$ cat src/logic/rwa_defs.svh
// Constants of the receive word aligner and rate-match status block.
// Included by the top module and the testbench; holds definitions only.
`ifndef RWA_DEFS_SVH
`define RWA_DEFS_SVH

`define RWA_OFF_CTRL 8'h00
`define RWA_OFF_ALIGN_PAT 8'h04
`define RWA_OFF_RM_PAT 8'h08
`define RWA_OFF_RL_THR 8'h0C
`define RWA_OFF_STATUS 8'h10
`define RWA_OFF_IRQ_STAT 8'h14
`define RWA_OFF_IRQ_MASK 8'h18

`define RWA_CTRL_MODE_LSB 0
`define RWA_CTRL_BYTE_SER 2
`define RWA_CTRL_RM_EN 3

`define RWA_RST_CTRL 4'h0
`define RWA_RST_ALIGN_PAT 10'h17C
`define RWA_RST_RM_PAT 10'h2F8
`define RWA_RST_RL_THR 8'h10
`define RWA_RST_IRQ_MASK 5'h00

`define RWA_IRQ_RLV 0
`define RWA_IRQ_INS 1
`define RWA_IRQ_DEL 2
`define RWA_IRQ_SYNC_ON 3
`define RWA_IRQ_SYNC_OFF 4

`define RWA_RLV_CYC_PLAIN 2'd2
`define RWA_RLV_CYC_BYTE_SER 2'd3

`define RWA_RESP_OKAY 2'b00
`define RWA_RESP_SLVERR 2'b10

`endif

$ cat src/logic/rwa_pkg.sv
// Types of the receive word aligner and rate-match status block.
// Assumes nothing beyond the constants header.
`default_nettype none
package rwa_pkg;
    // Gray order along auto, manual, bit-slip.
    typedef enum logic [1:0] {
        RWA_MODE_AUTO = 2'b00,
        RWA_MODE_MANUAL = 2'b01,
        RWA_MODE_BITSLIP = 2'b11
    } rwa_mode_t;
endpackage
`default_nettype wire

$ cat src/logic/rwa_top.sv
// Receive word aligner with polarity inversion, run-length check, rate matching
// and an AXI4-Lite register file with a read-to-clear interrupt status.
// Assumes all pin inputs are synchronous to aclk, which stands for the selected parallel clock.
//
// Chosen here: the register addresses and the AXI4-Lite slave port.
`timescale 1ns/1ps
`default_nettype none
`include "rwa_defs.svh"

// Operation
// - Sync status travels with the aligned word while rate matching is off and is held low in bit-slip mode.
// - Sync status is clocked by the single selected parallel clock of this channel.
// - Pattern detect rises whenever the programmed pattern sits on the current boundary.
// - In bit-slip mode each rising slip request moves the boundary one bit.
// - Run-length violation pulses when identical bits exceed the programmed threshold.
// - The violation pulse lasts two cycles, or three with a byte serializer.
// - Polarity control high inverts every bit of the word before alignment.
// - In manual mode the pattern-align enable gates the boundary search.
// - Insertion status goes high when a rate-match pattern word is repeated.
// - Deletion status goes high when a rate-match pattern word is dropped.
module rwa_top import rwa_pkg::*; #(
    parameter int WORD_W = 10,
    parameter int RM_DEPTH = 4
) (
    // Clock and reset.
    input wire logic aclk,
    input wire logic aresetn,
    // AXI4-Lite slave.
    input wire logic [7:0] s_axi_awaddr,
    input wire logic s_axi_awvalid,
    output logic s_axi_awready,
    input wire logic [31:0] s_axi_wdata,
    input wire logic [3:0] s_axi_wstrb,
    input wire logic s_axi_wvalid,
    output logic s_axi_wready,
    output logic [1:0] s_axi_bresp,
    output logic s_axi_bvalid,
    input wire logic s_axi_bready,
    input wire logic [7:0] s_axi_araddr,
    input wire logic s_axi_arvalid,
    output logic s_axi_arready,
    output logic [31:0] s_axi_rdata,
    output logic [1:0] s_axi_rresp,
    output logic s_axi_rvalid,
    input wire logic s_axi_rready,
    // Received parallel words, bit 0 first on the line.
    input wire logic [WORD_W-1:0] rx_word,
    input wire logic rx_valid,
    // Fabric controls.
    input wire logic rx_pol_invert,
    input wire logic pattern_align_en,
    input wire logic bitslip_req,
    // Aligned words and status.
    output logic [WORD_W-1:0] word_out,
    output logic word_out_valid,
    output logic word_sync_status,
    output logic pattern_detect,
    output logic run_length_viol,
    output logic rm_inserted,
    output logic rm_deleted,
    output logic irq
);
    localparam int OFF_W = 4;
    localparam int PTR_W = $clog2(RM_DEPTH);

    initial begin
        if (!(WORD_W == 8 || WORD_W == 10) || RM_DEPTH < 4 || RM_DEPTH != (1 << PTR_W)) begin
            $error("rwa_top: WORD_W must be 8 or 10 and RM_DEPTH a power of two of at least 4.");
        end
    end

    logic [3:0] ctrl_q;
    logic [WORD_W-1:0] align_pat_q, rm_pat_q;
    logic [7:0] rl_thr_q;
    logic [4:0] irq_stat_q, irq_mask_q, irq_ev;
    rwa_mode_t mode;
    assign mode = rwa_mode_t'(ctrl_q[`RWA_CTRL_MODE_LSB +: 2]);

    // Word path: inversion, two-word window, boundary select.
    logic [WORD_W-1:0] pol_word, prev_q, aligned;
    logic [2*WORD_W-1:0] window;
    logic [OFF_W-1:0] off_q, found_off;
    logic found, on_boundary, slip_prev_q, sync_q;

    assign pol_word = rx_pol_invert ? ~rx_word : rx_word;
    assign window = {pol_word, prev_q};
    assign aligned = window[off_q +: WORD_W];
    assign on_boundary = (aligned == align_pat_q);

    always_comb begin
        found = 1'b0;
        found_off = '0;
        for (int i = WORD_W - 1; i >= 0; i--) begin
            if (window[i +: WORD_W] == align_pat_q) begin
                found = 1'b1;
                found_off = OFF_W'(i);
            end
        end
    end

    logic search_ok, slip_edge;
    // Manual mode searches only while the fabric enables it.
    assign search_ok = (mode == RWA_MODE_AUTO) || (mode == RWA_MODE_MANUAL && pattern_align_en);
    assign slip_edge = bitslip_req && !slip_prev_q && (mode == RWA_MODE_BITSLIP);

    always_ff @(posedge aclk) begin
        if (!aresetn) begin
            prev_q <= '0;
            off_q <= '0;
            slip_prev_q <= 1'b0;
        end else begin
            slip_prev_q <= bitslip_req;
            if (rx_valid) begin
                prev_q <= pol_word;
            end
            if (slip_edge) begin
                off_q <= (off_q == OFF_W'(WORD_W - 1)) ? '0 : off_q + 1'b1;
            end else if (rx_valid && search_ok && !sync_q && !on_boundary && found) begin
                off_q <= found_off;
            end
        end
    end

    // Sync and detect flops share the one parallel clock, so they stay aligned to word_out while rate matching is off.
    always_ff @(posedge aclk) begin
        if (!aresetn) begin
            sync_q <= 1'b0;
            pattern_detect <= 1'b0;
        end else if (mode == RWA_MODE_BITSLIP) begin
            sync_q <= 1'b0;
            pattern_detect <= rx_valid && on_boundary;
        end else if (rx_valid) begin
            pattern_detect <= on_boundary;
            if (on_boundary && search_ok) begin
                sync_q <= 1'b1;
            end else if (found && !on_boundary && search_ok) begin
                sync_q <= 1'b0;
            end
        end
    end
    assign word_sync_status = sync_q;

    // Run-length check over the inverted stream in line order.
    logic rl_last_q, rl_viol;
    logic [7:0] rl_run_q, rl_run_d;
    logic [1:0] rlv_cnt_q;
    always_comb begin
        logic last;
        last = rl_last_q;
        rl_run_d = rl_run_q;
        rl_viol = 1'b0;
        for (int i = 0; i < WORD_W; i++) begin
            if (pol_word[i] == last && rl_run_d != 8'hFF) begin
                rl_run_d = rl_run_d + 8'h01;
            end else if (pol_word[i] != last) begin
                rl_run_d = 8'h01;
            end
            last = pol_word[i];
            if (rl_run_d > rl_thr_q) begin
                rl_viol = rx_valid;
            end
        end
    end

    always_ff @(posedge aclk) begin
        if (!aresetn) begin
            rl_last_q <= 1'b0;
            rl_run_q <= '0;
            rlv_cnt_q <= '0;
            run_length_viol <= 1'b0;
        end else begin
            if (rx_valid) begin
                rl_last_q <= pol_word[WORD_W-1];
                rl_run_q <= rl_run_d;
            end
            if (rl_viol) begin
                rlv_cnt_q <= ctrl_q[`RWA_CTRL_BYTE_SER] ? `RWA_RLV_CYC_BYTE_SER : `RWA_RLV_CYC_PLAIN;
            end else if (rlv_cnt_q != 2'd0) begin
                rlv_cnt_q <= rlv_cnt_q - 2'd1;
            end
            run_length_viol <= rl_viol || (rlv_cnt_q > 2'd1);
        end
    end

    // Rate match: a small elastic store that drops or repeats pattern words.
    logic [WORD_W-1:0] rm_mem [RM_DEPTH];
    logic [PTR_W-1:0] rm_wr_q, rm_rd_q;
    logic [PTR_W:0] rm_occ_q;
    logic rm_en, rm_del, rm_ins, rm_push, rm_pop;
    assign rm_en = ctrl_q[`RWA_CTRL_RM_EN];
    assign rm_del = rm_en && rx_valid && aligned == rm_pat_q && rm_occ_q >= (PTR_W+1)'(RM_DEPTH - 1);
    assign rm_push = rm_en && rx_valid && !rm_del && rm_occ_q != (PTR_W+1)'(RM_DEPTH);
    assign rm_ins = rm_en && rm_occ_q == (PTR_W+1)'(1) && !rm_push && rm_mem[rm_rd_q] == rm_pat_q;
    assign rm_pop = rm_en && rm_occ_q != '0 && !rm_ins;

    always_ff @(posedge aclk) begin
        if (rm_push) begin
            rm_mem[rm_wr_q] <= aligned;
        end
    end

    always_ff @(posedge aclk) begin
        if (!aresetn || !rm_en) begin
            rm_wr_q <= '0;
            rm_rd_q <= '0;
            rm_occ_q <= '0;
        end else begin
            rm_wr_q <= rm_wr_q + PTR_W'(rm_push);
            rm_rd_q <= rm_rd_q + PTR_W'(rm_pop);
            rm_occ_q <= rm_occ_q + (PTR_W+1)'(rm_push) - (PTR_W+1)'(rm_pop);
        end
    end

    always_ff @(posedge aclk) begin
        if (!aresetn) begin
            word_out <= '0;
            word_out_valid <= 1'b0;
            rm_inserted <= 1'b0;
            rm_deleted <= 1'b0;
        end else begin
            word_out <= rm_en ? rm_mem[rm_rd_q] : aligned;
            word_out_valid <= rm_en ? (rm_pop || rm_ins) : rx_valid;
            rm_inserted <= rm_ins;
            rm_deleted <= rm_del;
        end
    end

    // Interrupts: sticky events, set wins over the read clear.
    assign irq_ev = {sync_q && rx_valid && !on_boundary && found && search_ok,
                     rx_valid && on_boundary && search_ok && !sync_q && mode != RWA_MODE_BITSLIP,
                     rm_del, rm_ins, rl_viol};

    // AXI4-Lite slave: one write and one read in flight, one-cycle ready pulses.
    logic wr_take, rd_take, stat_rd;
    assign wr_take = s_axi_awready && s_axi_awvalid && s_axi_wvalid;
    assign rd_take = s_axi_arready && s_axi_arvalid;
    assign stat_rd = rd_take && s_axi_araddr == `RWA_OFF_IRQ_STAT;

    function automatic logic [31:0] merge(input logic [31:0] old, input logic [31:0] nw, input logic [3:0] st);
        logic [31:0] r;
        r = old;
        for (int b = 0; b < 4; b++) begin
            if (st[b]) begin
                r[8*b +: 8] = nw[8*b +: 8];
            end
        end
        return r;
    endfunction

    // Merged write values; a part-select cannot be taken of a call result directly.
    logic [31:0] m_ctrl, m_align, m_rm, m_thr, m_mask;
    assign m_ctrl = merge({28'h0, ctrl_q}, s_axi_wdata, s_axi_wstrb);
    assign m_align = merge(32'(align_pat_q), s_axi_wdata, s_axi_wstrb);
    assign m_rm = merge(32'(rm_pat_q), s_axi_wdata, s_axi_wstrb);
    assign m_thr = merge({24'h0, rl_thr_q}, s_axi_wdata, s_axi_wstrb);
    assign m_mask = merge({27'h0, irq_mask_q}, s_axi_wdata, s_axi_wstrb);

    always_ff @(posedge aclk) begin
        if (!aresetn) begin
            s_axi_awready <= 1'b0;
            s_axi_wready <= 1'b0;
            s_axi_bvalid <= 1'b0;
            s_axi_bresp <= `RWA_RESP_OKAY;
            ctrl_q <= `RWA_RST_CTRL;
            align_pat_q <= WORD_W'(`RWA_RST_ALIGN_PAT);
            rm_pat_q <= WORD_W'(`RWA_RST_RM_PAT);
            rl_thr_q <= `RWA_RST_RL_THR;
            irq_mask_q <= `RWA_RST_IRQ_MASK;
        end else begin
            s_axi_awready <= !s_axi_awready && s_axi_awvalid && s_axi_wvalid && !s_axi_bvalid;
            s_axi_wready <= !s_axi_awready && s_axi_awvalid && s_axi_wvalid && !s_axi_bvalid;
            if (s_axi_bvalid && s_axi_bready) begin
                s_axi_bvalid <= 1'b0;
            end
            if (wr_take) begin
                s_axi_bvalid <= 1'b1;
                s_axi_bresp <= `RWA_RESP_OKAY;
                case (s_axi_awaddr)
                    `RWA_OFF_CTRL: ctrl_q <= m_ctrl[3:0];
                    `RWA_OFF_ALIGN_PAT: align_pat_q <= m_align[WORD_W-1:0];
                    `RWA_OFF_RM_PAT: rm_pat_q <= m_rm[WORD_W-1:0];
                    `RWA_OFF_RL_THR: rl_thr_q <= m_thr[7:0];
                    `RWA_OFF_IRQ_MASK: irq_mask_q <= m_mask[4:0];
                    `RWA_OFF_STATUS, `RWA_OFF_IRQ_STAT: s_axi_bresp <= `RWA_RESP_OKAY;
                    default: s_axi_bresp <= `RWA_RESP_SLVERR;
                endcase
            end
        end
    end

    always_ff @(posedge aclk) begin
        if (!aresetn) begin
            s_axi_arready <= 1'b0;
            s_axi_rvalid <= 1'b0;
            s_axi_rdata <= 32'h0000_0000;
            s_axi_rresp <= `RWA_RESP_OKAY;
        end else begin
            s_axi_arready <= !s_axi_arready && s_axi_arvalid && !s_axi_rvalid;
            if (s_axi_rvalid && s_axi_rready) begin
                s_axi_rvalid <= 1'b0;
            end
            if (rd_take) begin
                s_axi_rvalid <= 1'b1;
                s_axi_rresp <= `RWA_RESP_OKAY;
                case (s_axi_araddr)
                    `RWA_OFF_CTRL: s_axi_rdata <= {28'h0, ctrl_q};
                    `RWA_OFF_ALIGN_PAT: s_axi_rdata <= 32'(align_pat_q);
                    `RWA_OFF_RM_PAT: s_axi_rdata <= 32'(rm_pat_q);
                    `RWA_OFF_RL_THR: s_axi_rdata <= {24'h0, rl_thr_q};
                    `RWA_OFF_STATUS: s_axi_rdata <= {20'h0, 4'(rm_occ_q), off_q, 2'h0, pattern_detect, sync_q};
                    `RWA_OFF_IRQ_STAT: s_axi_rdata <= {27'h0, irq_stat_q};
                    `RWA_OFF_IRQ_MASK: s_axi_rdata <= {27'h0, irq_mask_q};
                    default: begin
                        s_axi_rdata <= 32'h0000_0000;
                        s_axi_rresp <= `RWA_RESP_SLVERR;
                    end
                endcase
            end
        end
    end

    always_ff @(posedge aclk) begin
        if (!aresetn) begin
            irq_stat_q <= '0;
            irq <= 1'b0;
        end else begin
            irq_stat_q <= (stat_rd ? 5'h00 : irq_stat_q) | irq_ev;
            irq <= |(((stat_rd ? 5'h00 : irq_stat_q) | irq_ev) & irq_mask_q);
        end
    end
endmodule
`default_nettype wire

$ cat config.mk
export PLATFORM = sky130hd
export DESIGN_NAME = rwa_top
export DESIGN_NICKNAME = d
export VERILOG_FILES = /design/src/logic/rwa_pkg.sv /design/src/logic/rwa_top.sv
export VERILOG_INCLUDE_DIRS = /design/src /design/src/logic
export SDC_FILE = /design/constraint.sdc
export NUM_CORES = 1
export LEC_CHECK = 0
export BUFFER_PORTS_ARGS = -buffer_cell sky130_fd_sc_hd__buf_4
export CORE_MARGIN = 1.5
export CORE_UTILIZATION = 40
export CTS_CLUSTER_DIAMETER = 100
export DETAILED_ROUTE_END_ITERATION = 16
export PLACE_DENSITY = 0.61
export SLEW_MARGIN = 5
export SYNTH_ARGS = -nofsm -noshare
export SYNTH_HDL_FRONTEND = slang
export SYNTH_SLANG_ARGS = --single-unit
$ cat constraint.sdc
create_clock -name aclk -period 19.65 [get_ports aclk]
set_input_delay 1.965 -clock aclk [delete_from_list [all_inputs] [get_ports aclk]]
set_output_delay 1.965 -clock aclk [all_outputs]
set_load 0.05 [all_outputs]
==> flow_summary_export.csv <==
group,metric,value,unit
outcome,status,"complete, no violations",
setup_path,r2r_start,"rl_run_q[0]",
routing,routed-wl-met2,21400,um
synth,muxShareOfSynthArea,10.3,%
worst_hold_path,hold_class,"reg2reg",
grt,antenna_found_initial,0,
timing,slew_violations,0,
setup_path,rrSetupSlack,2.10,ns
grt,first_global_vias,13100,
synth,synth_compound_area_share,19.7,%
synth,synth_top_family_by_area,"simple AND/OR/NAND/NOR gates",
floorplan,pin_count,131,
synth,yosysWarnings,0,
place,place.gp.congestion,0.910,
routing,dr.max_layer_used,"met4",
place,port_buffers,83,
timing,finalSetupViolCount,0,
synth,ys_ff_latch,148,
clock_tree,cts_setup_buffers,0,
setup_path,crit_fanout,22,
synth,yosysSeqAreaShare,23.2,%
setup_path,criticalPathCategory,"in2reg",
place,dp_hpwl,34000,um
setup_path,cp.required,19.93,ns
routing,drt_iter0_drc,1149,
timing,max_slew_margin,27.4,%
setup_path,path_delay_family,"simple AND/OR/NAND/NOR gates",
cells_and_area,nFillCells,3524,
floorplan,die-area,37400,um^2
timing,worst_pin_slew,1.08,ns
power_and_ir_drop,irDropWorstVdd,0.0619,mV
routing,vias_per_cell,6.02,
synth,ys.flop_type,"dfxtp_1",
setup_path,critPathMostFrequentCell,"ha_1",
synth,yosys.area_share.simple,20.9,%
place,place_ws,1.08,ns
cells_and_area,multi_input_area,10400,um^2
cells_and_area,antenna_cells,0,
synth,ys_types,106,
cells_and_area,drive_above_1_share,14.1,%
grt,track_usage,23.5,%
timing,fmax,55.0,MHz
floorplan,core-area,35600,um^2
clock_tree,cts_inserted_buffers,17,
synth,syn_inst,1746,
cells_and_area,fin_cells,2269,
synth,async_reset_ff_share,0,%
floorplan,die_x,193,um
cells_and_area,finalNetCount,1966,
routing,met1_length,20000,um
routing,antenna_left,0,
floorplan,dieHeight,193,um
worst_hold_path,min_delay_path_depth,2,
setup_path,cp_num_cells,86,
setup_path,crit_arrival,18.46,ns
power_and_ir_drop,powerDensity,56.8,nW/um^2
cells_and_area,register_area,3360,um^2
timing,fin_ws,1.48,ns
floorplan,rows,69,
clock_tree,insertion_delay,0.43,ns
clock_tree,cts_sinks,148,
worst_hold_path,worst_hold_startpoint,"s_axi_rdata[10]",
worst_hold_path,min_to,"s_axi_rdata[10]",
run,max_cap_violations,0,
cells_and_area,final_util,45.4,%
setup_path,cp-start-kind,"input pin",
synth,syn_avg_cell_area,8.30,um^2
clock_tree,clockBufferDepth,2,
timing,period_minus_slack,18.17,ns
setup_path,reg2reg_depth,86,
timing,finClkSkew,0.0119,ns
routing,wl,44700,um
setup_path,slowest_stage,"or4_4",
clock_tree,cts_max_level,4,
cells_and_area,area_growth,11.5,%
setup_path,path_buf_inv,12,
clock_tree,cts_tree,"built",
synth,synth_xor_area_share,11.8,%
clock_tree,root_buffer,"clkbuf_16",
place,placedCellCount,2237,
routing,vias,13700,
routing,detail_route.wl_per_cell,19.7,um
routing,drc,0,
synth,syn_area,14500,um^2
setup_path,cpPeakStageDelay,0.65,ns
routing,drtPass1Iterations,5,
grt,grt_start_max_net_pins,42,
setup_path,endpoint_kind,"flop",
grt,overflow,0,
routing,wl_met3,2200,um
clock_tree,path_clk_slew,0.07,ns
grt,grt_pass1_wl,71600,um
synth,synth_fa_ha_area_share,8.52,%
synth,synth-edff-count,40,
floorplan,initial_core_util,40.7,%
timing,hold_violations,0,
setup_path,r2r_end,"irq",
timing,period_share,92.5,%
power_and_ir_drop,p_leak,6.29,nW
## synthesized netlist by cell type (all sizes together), types with 22 or more instances
library cell | count | area (um^2)
ha | 97 | 1210
nor4 | 35 | 253
nand4 | 51 | 332
nor3 | 39 | 210
nor2 | 164 | 618
buf | 65 | 374
inv | 53 | 199
nand2b | 22 | 138
nand3 | 44 | 220
a211oi | 33 | 263
clkbuf | 59 | 221
xor2 | 72 | 631
nand2 | 125 | 474
mux2i | 94 | 941
dfxtp | 108 | 2160
a21oi | 114 | 586
edfxtp | 40 | 1200
xnor2 | 121 | 1070
o21ai | 72 | 364
## repair_timing
item / in CTS / in global routing
endpoints found under the setup margin: 0 / 5
hold buffers: 0 / 0
resized for setup: 0 / 4
## worst max-delay path by stage
stage,to,start
floorplan,irq,rx_pol_invert
global placement,irq,rx_pol_invert
detailed placement,irq,rx_pol_invert
CTS,irq,rx_pol_invert
global route,irq,rx_pol_invert
finish,irq,rx_pol_invert
## area by class of cell
type / count / share of cell area [%]
multi-input combinational: 1440 / 64.5
timing repair buffer: 132 / 6.14
clock buffer: 18 / 2.66
sequential: 148 / 20.8
tap: 461 / 3.57
inverter: 56 / 1.33
clock inverter: 14 / 0.953
## metal layers
layer	track usage [%]	up-vias
met5	0	-
met4	6.89	0
met1	31.7	6578
met2	39.3	465
met3	2.74	92
li1	-	6516
## worst reg2reg max path, delay by kind of cell (launching register included)
family,cells,cell delay [ns]
and+or+nand+nor,37,6.85
AOI/OAI and AO/OA,23,4.85
xor gates and xnor gates,1,0.15
muxes,4,0.88
adders and majority gates,11,2.80
DFF,1,0.53
buffers and inverters,10,1.31
## power breakdown
| part | switching, mW | internal, mW | total, mW |
|---|---|---|---|
| sequential | 0.00979 | 0.321 | 0.331 |
| clock | 0.146 | 0.180 | 0.326 |
| combinational | 0.160 | 0.100 | 0.260 |
| total | 0.316 | 0.601 | 0.917 |
## cell usage in the layout, fill, tap and decap left out, drive strengths merged, types with 21 or more instances in the layout
master    n
ha       97
a211oi   33
a21o     21
mux2i    94
conb     23
nand2b   22
a21oi   114
edfxtp   40
o21ai    72
nand2   125
nand3    44
xnor2   121
xor2     72
buf     132
dfxtp   108
nor2    164
nand4    51
nor3     39
and2     21
nor4     35
inv      63
## stage by stage
step                area (um^2)  setup TNS, ns  power, mW  hold slack, ns
global placement          15500              0      0.590           0.440
floorplan                 14600              0      0.523           0.449
finish                    16100              0      0.917           0.466
global route              16100        -0.0174      0.960           0.483
CTS                       16100              0      0.917           0.463
detailed placement        15500              0      0.594           0.453
## cells by family (layout without fill, tap and decap cells)
kind of cell | count (synthesis) | in the layout
flops | 148 | 148
other cells | 1 | 23
compound gates | 411 | 411
mux | 125 | 125
fa+ha+maj | 98 | 98
buf+inv | 180 | 220
simple gates | 590 | 590
xor+xnor | 193 | 193
## registers in the layout, indices dropped and copies added (netlist names), 2 cells and up
name / count
rm_occ_q: 3
rl_thr_q: 8
off_q: 4
rm_rd_q: 2
rm_mem: 40
irq_mask_q: 5
prev_q: 10
rl_run_q: 8
align_pat_q: 10
ctrl_q: 4
rm_wr_q: 2
rm_pat_q: 10
s_axi_rdata: 11
rlv_cnt_q: 2
word_out: 10
irq_stat_q: 5
No activity file was read; power rests on OpenSTA's default activity.
